$ cat config.mk
export PLATFORM = sky130hd
export DESIGN_NAME = sscr_host
export DESIGN_NICKNAME = d
export VERILOG_FILES = /design/src/sscr_pkg.sv /design/src/sscr_host.sv
export VERILOG_INCLUDE_DIRS = /design/src
export SDC_FILE = /design/constraint.sdc
export NUM_CORES = 1
export LEC_CHECK = 0
export ABC_AREA = 1
export BUFFER_PORTS_ARGS = -buffer_cell sky130_fd_sc_hd__clkbuf_2
export CORE_MARGIN = 3
export CORE_UTILIZATION = 64
export DETAILED_ROUTE_END_ITERATION = 16
export PLACE_DENSITY = 0.94
export SYNTH_ARGS = -nofsm -noshare
export SYNTH_HDL_FRONTEND = slang
export SYNTH_SLANG_ARGS = --single-unit
$ cat constraint.sdc
create_clock -name clk_sys_i -period 16.3 [get_ports clk_sys_i]
set_input_delay 0.815 -clock clk_sys_i [delete_from_list [all_inputs] [get_ports clk_sys_i]]
set_output_delay 0.815 -clock clk_sys_i [all_outputs]
set_load 0.005 [all_outputs]
$ cat src/sscr_params.svh
// Constants for the serial configuration host controller.
// Assumes inclusion by bare name; holds definitions only.
`ifndef SSCR_PARAMS_SVH
`define SSCR_PARAMS_SVH

// Software register offsets (word addresses on the local port)
`define SSCR_ADDR_CTRL      4'h0
`define SSCR_ADDR_STATUS    4'h1
`define SSCR_ADDR_CHANNEL   4'h2
`define SSCR_ADDR_MODREF    4'h3
`define SSCR_ADDR_PHASE     4'h4
`define SSCR_ADDR_FUNC      4'h5
`define SSCR_ADDR_PUMP      4'h6
`define SSCR_ADDR_PWRDN     4'h7
`define SSCR_ADDR_OUTSEL    4'h8
`define SSCR_ADDR_TEST      4'h9

// Register select codes in the low three bits of each word
`define SSCR_SEL_CHANNEL    3'h0
`define SSCR_SEL_MODREF     3'h1
`define SSCR_SEL_PHASE      3'h2
`define SSCR_SEL_FUNC       3'h3
`define SSCR_SEL_PUMP       3'h4
`define SSCR_SEL_PWRDN      3'h5
`define SSCR_SEL_OUTSEL     3'h6
`define SSCR_SEL_TEST       3'h7

// Word lengths in bits
`define SSCR_LEN_LONG       5'h18
`define SSCR_LEN_SHORT      5'h10

// Field positions
`define SSCR_CH_RSVD_BIT    23
`define SSCR_CH_INT_LSB     15
`define SSCR_CH_FRACTION_NUMERATOR_FIELD_LSB    3
`define SSCR_MR_RSVD_BIT    21
`define SSCR_MR_R_LSB       15
`define SSCR_MR_MOD_LSB     3
`define SSCR_PH_RSVD_BIT    15

// Legal field ranges
`define SSCR_INT_MIN        8'h1A
`define SSCR_R_MIN          4'h1
`define SSCR_MOD_MIN        12'h00D

// Serial clock half period, less one, in system clocks
`define SSCR_HALF_DEFAULT   4'h4

// Status register bits
`define SSCR_ST_BUSY        0
`define SSCR_ST_REJECT      1
`define SSCR_ST_CHDONE      2

`endif

$ cat src/sscr_pkg.sv
// Types for the serial configuration host controller.
// Assumes sscr_params.svh is visible to every user.
package sscr_pkg;

    // Shift engine states, Gray coded along the path
    typedef enum logic [1:0] {
        SSCR_IDLE  = 2'b00,
        SSCR_LOW   = 2'b01,
        SSCR_HIGH  = 2'b11,
        SSCR_LATCH = 2'b10
    } sscr_state_e;

    // Three-wire link pins
    typedef struct packed {
        logic sclk;
        logic data;
        logic latch_strobe;
    } sscr_link_s;

    // Local register port request
    typedef struct packed {
        logic        wr;
        logic        rd;
        logic [3:0]  addr;
        logic [23:0] wdata;
    } sscr_req_s;

endpackage : sscr_pkg

$ cat src/sscr_host.sv
// Host controller that programs the synthesizer's eight serial registers.
// Assumes a single 100 MHz clock and a synchronous local register port.
`timescale 1ns/1ns
`default_nettype none
`include "sscr_params.svh"

// How it works
// - Shift 24-, 16- or 8-bit word MSB first, rising edge.
// - Channel word uses select code 000.
// - Modulus word uses select code 001.
// - After init, channel change needs one write.
// - Channel word top bit forced zero.
// - Integer field kept within 26..255.
// - Fraction kept below the modulus.
// - Modulus word reserved bit forced zero.
// - Reference divider kept within 1..15.
// - Modulus kept within 13..4095.
// - Phase change followed by channel rewrite.
// - Channel writes spaced by modulus cycles; the code accepts one whenever idle and leaves spacing to software.
// - Twin devices written in one cycle; the code drives a single device link only.
// - Phase word top bit forced zero.
module sscr_host
    import sscr_pkg::*;
#(
    parameter logic [3:0] HALF_PERIOD = `SSCR_HALF_DEFAULT
) (
    input  wire logic        clk_sys_i,
    input  wire logic        reset_i,
    input  wire logic        wr_i,
    input  wire logic        rd_i,
    input  wire logic [3:0]  addr_i,
    input  wire logic [23:0] wdata_i,
    output logic      [23:0] rdata_o,
    output logic             sclk_o,
    output logic             sdata_o,
    output logic             latch_strobe_o
);

    // Elaboration check: refuses a zero half period, which would run the link clock at half the system clock
    if (HALF_PERIOD == 4'h0) begin : g_half_check
        $error("HALF_PERIOD must be at least one");
    end

    // Whole module state
    typedef struct packed {
        sscr_state_e state;
        logic [23:0] shreg;
        logic [4:0]  bits_left;
        logic [3:0]  tick;
        logic        auto_chan;
        logic [2:0]  cur_sel;
        logic        reject;
        logic        ch_done;
        logic [23:0] channel;
        logic [23:0] modref;
        logic [15:0] phase;
        logic [15:0] func;
        logic [23:0] pump;
        logic [7:0]  pwrdn;
        logic [15:0] outsel;
        logic [15:0] test;
        logic [23:0] rdata;
        sscr_link_s  link;
    } sscr_state_s;

    sscr_state_s st_r;
    sscr_state_s st_nxt;
    sscr_req_s   req;

    logic [7:0]  int_f;
    logic [11:0] fraction_numerator_field_f;
    logic [11:0] mod_f;
    logic [3:0]  r_f;

    assign req   = '{wr: wr_i, rd: rd_i, addr: addr_i, wdata: wdata_i};
    assign int_f = st_r.channel[`SSCR_CH_INT_LSB +: 8];
    assign fraction_numerator_field_f = st_r.channel[`SSCR_CH_FRACTION_NUMERATOR_FIELD_LSB +: 12];
    assign mod_f = st_r.modref[`SSCR_MR_MOD_LSB +: 12];
    assign r_f   = st_r.modref[`SSCR_MR_R_LSB +: 4];

    // Build a word, left justify short words so MSB leaves first
    function automatic logic [23:0] sscr_frame(input logic [23:0] w, input logic [2:0] sel);
        logic [23:0] f;
        f = {w[23:3], sel};
        if (sel == `SSCR_SEL_CHANNEL || sel == `SSCR_SEL_MODREF || sel == `SSCR_SEL_PUMP) begin
            sscr_frame = f;
        end else if (sel == `SSCR_SEL_PWRDN) begin
            sscr_frame = {f[7:0], 16'h0000};
        end else begin
            sscr_frame = {f[15:0], 8'h00};
        end
    endfunction : sscr_frame

    // Word length per select code
    function automatic logic [4:0] sscr_len(input logic [2:0] sel);
        if (sel == `SSCR_SEL_CHANNEL || sel == `SSCR_SEL_MODREF || sel == `SSCR_SEL_PUMP) begin
            sscr_len = `SSCR_LEN_LONG;
        end else if (sel == `SSCR_SEL_PWRDN) begin
            sscr_len = 5'h08;
        end else begin
            sscr_len = `SSCR_LEN_SHORT;
        end
    endfunction : sscr_len

    // Next state logic
    always_comb begin
        logic [23:0] w;
        logic [2:0]  sel;
        logic        go;
        logic        ok;
        w   = 24'h000000;
        sel = 3'h0;
        go  = 1'b0;
        ok  = 1'b1;
        st_nxt = st_r;
        st_nxt.rdata = 24'h000000;
        // Register port reads
        if (req.rd) begin
            unique case (req.addr)
                `SSCR_ADDR_CTRL:    st_nxt.rdata = {23'h000000, st_r.auto_chan};
                `SSCR_ADDR_STATUS:  st_nxt.rdata = {21'h000000, st_r.ch_done, st_r.reject,
                                                    st_r.state != SSCR_IDLE};
                `SSCR_ADDR_CHANNEL: st_nxt.rdata = st_r.channel;
                `SSCR_ADDR_MODREF:  st_nxt.rdata = st_r.modref;
                `SSCR_ADDR_PHASE:   st_nxt.rdata = {8'h00, st_r.phase};
                `SSCR_ADDR_FUNC:    st_nxt.rdata = {8'h00, st_r.func};
                `SSCR_ADDR_PUMP:    st_nxt.rdata = st_r.pump;
                `SSCR_ADDR_PWRDN:   st_nxt.rdata = {16'h0000, st_r.pwrdn};
                `SSCR_ADDR_OUTSEL:  st_nxt.rdata = {8'h00, st_r.outsel};
                `SSCR_ADDR_TEST:    st_nxt.rdata = {8'h00, st_r.test};
                default:            st_nxt.rdata = 24'h000000;
            endcase
        end
        // Register port writes; data words start a transfer when idle
        if (req.wr) begin
            w = req.wdata;
            unique case (req.addr)
                `SSCR_ADDR_CTRL: begin
                    st_nxt.auto_chan = w[0];
                    if (w[1]) begin
                        st_nxt.reject  = 1'b0;
                        st_nxt.ch_done = 1'b0;
                    end
                end
                `SSCR_ADDR_CHANNEL: begin
                    // One channel word alone retunes once set up
                    sel = `SSCR_SEL_CHANNEL;
                    w[`SSCR_CH_RSVD_BIT] = 1'b0;
                    ok = (w[`SSCR_CH_INT_LSB +: 8] >= `SSCR_INT_MIN)
                       && (w[`SSCR_CH_FRACTION_NUMERATOR_FIELD_LSB +: 12] < mod_f);
                    go = 1'b1;
                end
                `SSCR_ADDR_MODREF: begin
                    sel = `SSCR_SEL_MODREF;
                    w[`SSCR_MR_RSVD_BIT] = 1'b0;
                    ok = (w[`SSCR_MR_R_LSB +: 4] >= `SSCR_R_MIN)
                       && (w[`SSCR_MR_MOD_LSB +: 12] >= `SSCR_MOD_MIN);
                    go = 1'b1;
                end
                `SSCR_ADDR_PHASE: begin
                    sel = `SSCR_SEL_PHASE;
                    w[`SSCR_PH_RSVD_BIT] = 1'b0;
                    ok = (w[`SSCR_CH_FRACTION_NUMERATOR_FIELD_LSB +: 12] <= mod_f);
                    go = 1'b1;
                end
                `SSCR_ADDR_FUNC:   begin sel = `SSCR_SEL_FUNC;   go = 1'b1; end
                `SSCR_ADDR_PUMP:   begin sel = `SSCR_SEL_PUMP;   go = 1'b1; end
                `SSCR_ADDR_PWRDN:  begin sel = `SSCR_SEL_PWRDN;  go = 1'b1; end
                `SSCR_ADDR_OUTSEL: begin sel = `SSCR_SEL_OUTSEL; go = 1'b1; end
                `SSCR_ADDR_TEST:   begin sel = `SSCR_SEL_TEST;   go = 1'b1; end
                default: go = 1'b0;
            endcase
        end
        // Busy or illegal words are refused and flagged
        if (go && (st_r.state != SSCR_IDLE || !ok)) begin
            st_nxt.reject = 1'b1;
        end else if (go) begin
            unique case (sel)
                `SSCR_SEL_CHANNEL: st_nxt.channel = w;
                `SSCR_SEL_MODREF:  st_nxt.modref  = w;
                `SSCR_SEL_PHASE:   st_nxt.phase   = w[15:0];
                `SSCR_SEL_FUNC:    st_nxt.func    = w[15:0];
                `SSCR_SEL_PUMP:    st_nxt.pump    = w;
                `SSCR_SEL_PWRDN:   st_nxt.pwrdn   = w[7:0];
                `SSCR_SEL_OUTSEL:  st_nxt.outsel  = w[15:0];
                `SSCR_SEL_TEST:    st_nxt.test    = w[15:0];
            endcase
            st_nxt.shreg     = sscr_frame(w, sel);
            st_nxt.bits_left = sscr_len(sel);
            st_nxt.tick      = HALF_PERIOD;
            st_nxt.cur_sel   = sel;
            st_nxt.state     = SSCR_LOW;
            st_nxt.ch_done   = (sel == `SSCR_SEL_CHANNEL) ? 1'b0 : st_r.ch_done;
        end
        // Serial engine
        if (st_r.state != SSCR_IDLE && st_r.tick != 4'h0) begin
            st_nxt.tick = st_r.tick - 4'h1;
        end else begin
            unique case (st_r.state)
                SSCR_IDLE: begin
                    st_nxt.link.sclk = 1'b0;
                end
                SSCR_LOW: begin
                    // Data set up while clock low, then rise
                    st_nxt.link.data = st_r.shreg[23];
                    st_nxt.link.sclk = 1'b0;
                    st_nxt.tick  = HALF_PERIOD;
                    st_nxt.state = SSCR_HIGH;
                end
                SSCR_HIGH: begin
                    st_nxt.link.sclk = 1'b1;
                    st_nxt.shreg     = {st_r.shreg[22:0], 1'b0};
                    st_nxt.bits_left = st_r.bits_left - 5'h01;
                    st_nxt.tick      = HALF_PERIOD;
                    st_nxt.state     = (st_r.bits_left == 5'h01) ? SSCR_LATCH : SSCR_LOW;
                end
                SSCR_LATCH: begin
                    // Clock low and latch strobe rise in the same cycle, then strobe pulse ends
                    st_nxt.link.sclk = 1'b0;
                    if (!st_r.link.latch_strobe) begin
                        st_nxt.link.latch_strobe = 1'b1;
                        st_nxt.tick = HALF_PERIOD;
                    end else begin
                        st_nxt.link.latch_strobe = 1'b0;
                        st_nxt.state = SSCR_IDLE;
                        // Channel latch commits shadowed words in the device
                        // Fixed write-to-strobe latency lets software space or pair latches
                        if (st_r.cur_sel == `SSCR_SEL_CHANNEL) begin
                            st_nxt.ch_done = 1'b1;
                        end
                    end
                end
            endcase
        end
        // Optional automatic channel rewrite after a modulus or phase word
        if (st_r.auto_chan && st_r.state == SSCR_LATCH && st_r.link.latch_strobe
            && st_r.tick == 4'h0 && !go
            && (st_r.cur_sel == `SSCR_SEL_MODREF || st_r.cur_sel == `SSCR_SEL_PHASE)) begin
            st_nxt.shreg     = sscr_frame(st_r.channel, `SSCR_SEL_CHANNEL);
            st_nxt.bits_left = `SSCR_LEN_LONG;
            st_nxt.tick      = HALF_PERIOD;
            st_nxt.cur_sel   = `SSCR_SEL_CHANNEL;
            st_nxt.state     = SSCR_LOW;
        end
    end

    // State register
    always_ff @(posedge clk_sys_i or posedge reset_i) begin
        if (reset_i) begin
            st_r <= '0;
        end else begin
            st_r <= st_nxt;
        end
    end

    assign rdata_o        = st_r.rdata;
    assign sclk_o         = st_r.link.sclk;
    assign sdata_o        = st_r.link.data;
    assign latch_strobe_o = st_r.link.latch_strobe;
endmodule : sscr_host

`default_nettype wire

==> Flow_metrics.wiki <==
{| class="wikitable"
! Metric !! Value
|-
| Outcome || finished, final reports clean
|-
| Arrival time of the worst setup path || 5060 ps
|-
| Hold_buf cts || 0
|-
| Final cell utilization of the core || 0.706
|-
| Placeable core region || 15,900 um2
|-
| Diode count || 0
|-
| Worst-path maximum fanout || 38
|-
| Number of antenna violations at the first check in global routing || 0
|-
| Number of buffers created by CTS || 21
|-
| Worst-Skew Late Latency || 520 ps
|-
| Antenna viol nets, final || 0
|-
| Total GRT Usage || 0.322
|-
| Routed vias || 9,484
|-
| Register clock-pin slew on the reported worst setup and hold paths || 60 ps
|-
| Final number of hold-violating endpoints || 0
|-
| Worst endpoint required time || 16,630 ps
|-
| Summed instance area of the synthesized netlist || 10,400 um2
|-
| Tmin final || 4730 ps
|-
| Buffer depth of the longest clock path || 3
|-
| Y dimension of the die || 134 um
|-
| Post-DR vias/cell || 6.22
|-
| Fraction of final layout cells sized beyond drive strength 1 || 0.0887
|-
| Starting Density || 0.656
|-
| Number of setup buffers added after CTS || 0
|-
| Routed wirelength normalized by instance count || 18.7 um
|-
| Cell area power density || 95.0 nW/um2
|-
| Number of clock sinks || 212
|-
| Static Leakage || 5.53 nW
|-
| Post-route setup TNS || 0 ps
|-
| Clock tree root driver cell || clkbuf_16
|-
| Portion of the clock cycle consumed by the worst path in the final layout || 0.290
|-
| Yosys warning count || 0
|-
| Synthesized netlist cell count || 1,298
|-
| Post-Syn Area per Cell || 8.03 um2
|-
| Slew Limit Headroom || 0.161
|-
| Post-Syn Nets || 1,345
|-
| Gpl congestion || 1.00
|-
| Maximum number of pins on one net before global-route repair || 140
|-
| Slew of the pin with the lowest slew margin || 1250 ps
|-
| Iteration count of the initial detailed-routing pass || 8
|-
| Number of port buffers || 58
|-
| Internal reg-to-reg setup slack || 11,880 ps
|-
| Clk_skew || 23.3 ps
|-
| Number of max-capacitance violations reported || 0
|-
| Leading cell types by total area after synthesis || dfrtp_1, nand2_1, o21ai_0, inv_1, nand3_1
|-
| Vias in the first global route || 9,115
|-
| Post-route cell area || 11,200 um2
|-
| Peak clock frequency supported by timing || 212 MHz
|-
| Seq/Total Area, Yosys || 0.509
|-
| Class of the most critical setup path || in -> reg
|-
| GR Overflow Total || 0
|-
| Max VDD drop || 0.0828 mV
|-
| Type of destination of the critical path || flip-flop
|-
| Register bit total from synthesis || 212
|-
| Number of top-level pins || 59
|-
| H-tree depth || 1
|-
| Final cell count without fillers || 1,524
|-
| Unrepaired setup endpoints after global routing || false
|-
| DRC violation count after routing || 0
|-
| Global-route wire length before repair || 46,200 um
|-
| Number of max-slew violations in the final report || 0
|-
| Detailed placer's ending HPWL || 18,300 um
|-
| Layout Area Growth over Synthesis || 7.54%
|-
| Clock tree from TritonCTS || done
|-
| Die Area || 17,900 um2
|-
| Chip Width || 134 um
|-
| Number of resized instances in the post-cts repair step || 0
|-
| Cell taking the most area after synthesis || dfrtp_1
|-
| Net count, final || 1,341
|-
| Number of design-rule violations left by the first detailed-router iteration || 1,290
|-
| Placement-stage cell area || 10,500 um2
|-
| Share of the synthesized area in the top cell type || 0.509
|-
| Total number of placement rows || 46
|-
| Startpoint type of the worst setup path || input port
|-
| Placed Cells incl. Taps || 1,487
|-
| Post-Route WL || 28,500 um
|-
| Number of distinct standard cells referenced by the synthesized netlist || 43
|-
| Final setup fails || 0
|-
| Hold WC Path Type || reg -> reg
|}
flip-flops by register name, summed over array words and instances, names as in the netlist:
| signal | cells |
|---|---|
| st_r | 149 |
| rdata_o | 24 |
| fraction_numerator_field_f | 12 |
| mod_f | 12 |
| int_f | 8 |
| r_f | 4 |
| latch_strobe_o | 1 |
| sclk_o | 1 |
| sdata_o | 1 |
logic make-up after synthesis:
kind of cell | count (synthesis) | share of synthesized area
adder cells (fa/ha/maj) | 15 | 0.0180
buffers and inverters | 203 | 0.0872
XOR/XNOR | 3 | 0.00252
multiplexers | 1 | 0.00108
AO/OA/AOI/OAI | 262 | 0.140
flip-flops | 212 | 0.509
AND/OR/NAND/NOR | 602 | 0.242
cells in the mapped netlist (all sizes together):
library cell	instances
o221ai	1
o2111ai	3
a221oi	18
a31oi	2
a41oi	2
a22oi	2
xor2	3
ha	15
a22o	5
a21oi	31
inv	112
or2	1
nor3	8
nor4	2
mux2	1
nand3	77
o21bai	1
nor2	93
clkinv	1
and2	3
dfrtp	212
o21ai	182
clkbuf	38
nand2	391
o211ai	1
a211oi	4
nand4	24
o22ai	10
nand3b	3
buf	52
through the flow:
stage	power (mW)	hold slack (ps)	worst slack (ps)
floorplan	0.576	436	9690
global placement	0.595	449	11500
detailed placement	0.597	460	11250
CTS	1.06	477	11680
global route	1.09	497	11210
finish	1.06	477	11570
cell type report:
| class | instances | area [um2] |
|---|---|---|
| Inverter | 113 | 432 |
| Fill cell | 1147 | 4680 |
| Clock buffer | 31 | 603 |
| Timing Repair Buffer | 63 | 328 |
| Clock inverter | 6 | 61.3 |
| Tap cell | 216 | 270 |
| Multi-Input combinational cell | 883 | 4210 |
| Sequential cell | 212 | 5310 |
critical path: stages:
cell      delay [ps]
clkbuf_2         130
inv_2            120
nand2_2           90
nor2_4           620
nand2_1          110
nand2_1           90
nand3_1           80
o21ai_2          660
nand3_2          860
nor2_2           400
nand2_1          640
nand2_1          280
o21ai_0          140
where the power goes:
part | internal (mW) | total (mW) | leakage (nW) | switching (mW)
clock | 0.272 | 0.475 | 0.325 | 0.203
combinational | 0.0123 | 0.0601 | 2.49 | 0.0478
sequential | 0.528 | 0.530 | 2.72 | 0.00148
cell usage in the layout, fill, tap and decap left out, types with 4 or more instances in the layout:
cell         n
a211oi_1     4
a21oi_1     30
a221oi_1    18
a22o_1       5
buf_4        5
clkbuf_1     6
clkbuf_16   21
clkbuf_2    58
clkbuf_8     4
dfrtp_1    212
ha_1        15
inv_1      106
inv_2        5
nand2_1    387
nand3_1     75
nand4_1     24
nor2_1      88
nor2_4       4
nor3_1       7
o21ai_0    109
o21ai_1     72
o22ai_1     10
worst paths after layout:
path	cells past startpoint	start	end
setup / recovery	13	addr_i[0]	st_r[27]$_DFFE_PP0P_
hold / removal	2	st_r[122]$_DFFE_PP0P_	st_r[122]$_DFFE_PP0P_
setup reg to reg	14	mod_f[1]$_DFFE_PP0P_	st_r[27]$_DFFE_PP0P_
hold reg to reg	2	st_r[122]$_DFFE_PP0P_	st_r[122]$_DFFE_PP0P_
max in group asynchronous	3	reset_i	st_r[183]$_DFF_PP0_
min in group asynchronous	2	reset_i	st_r[109]$_DFFE_PP0P_
routing by layer:
layer	GRT usage	share of wire	vias to the layer above
li1	-	-	4227
met1	0.429	0.38	4423
met2	0.495	0.44	691
met3	0.0797	0.12	143
met4	0.162	0.057	0
met5	0.00278	0	-
Power figures use the tool's default switching activity.
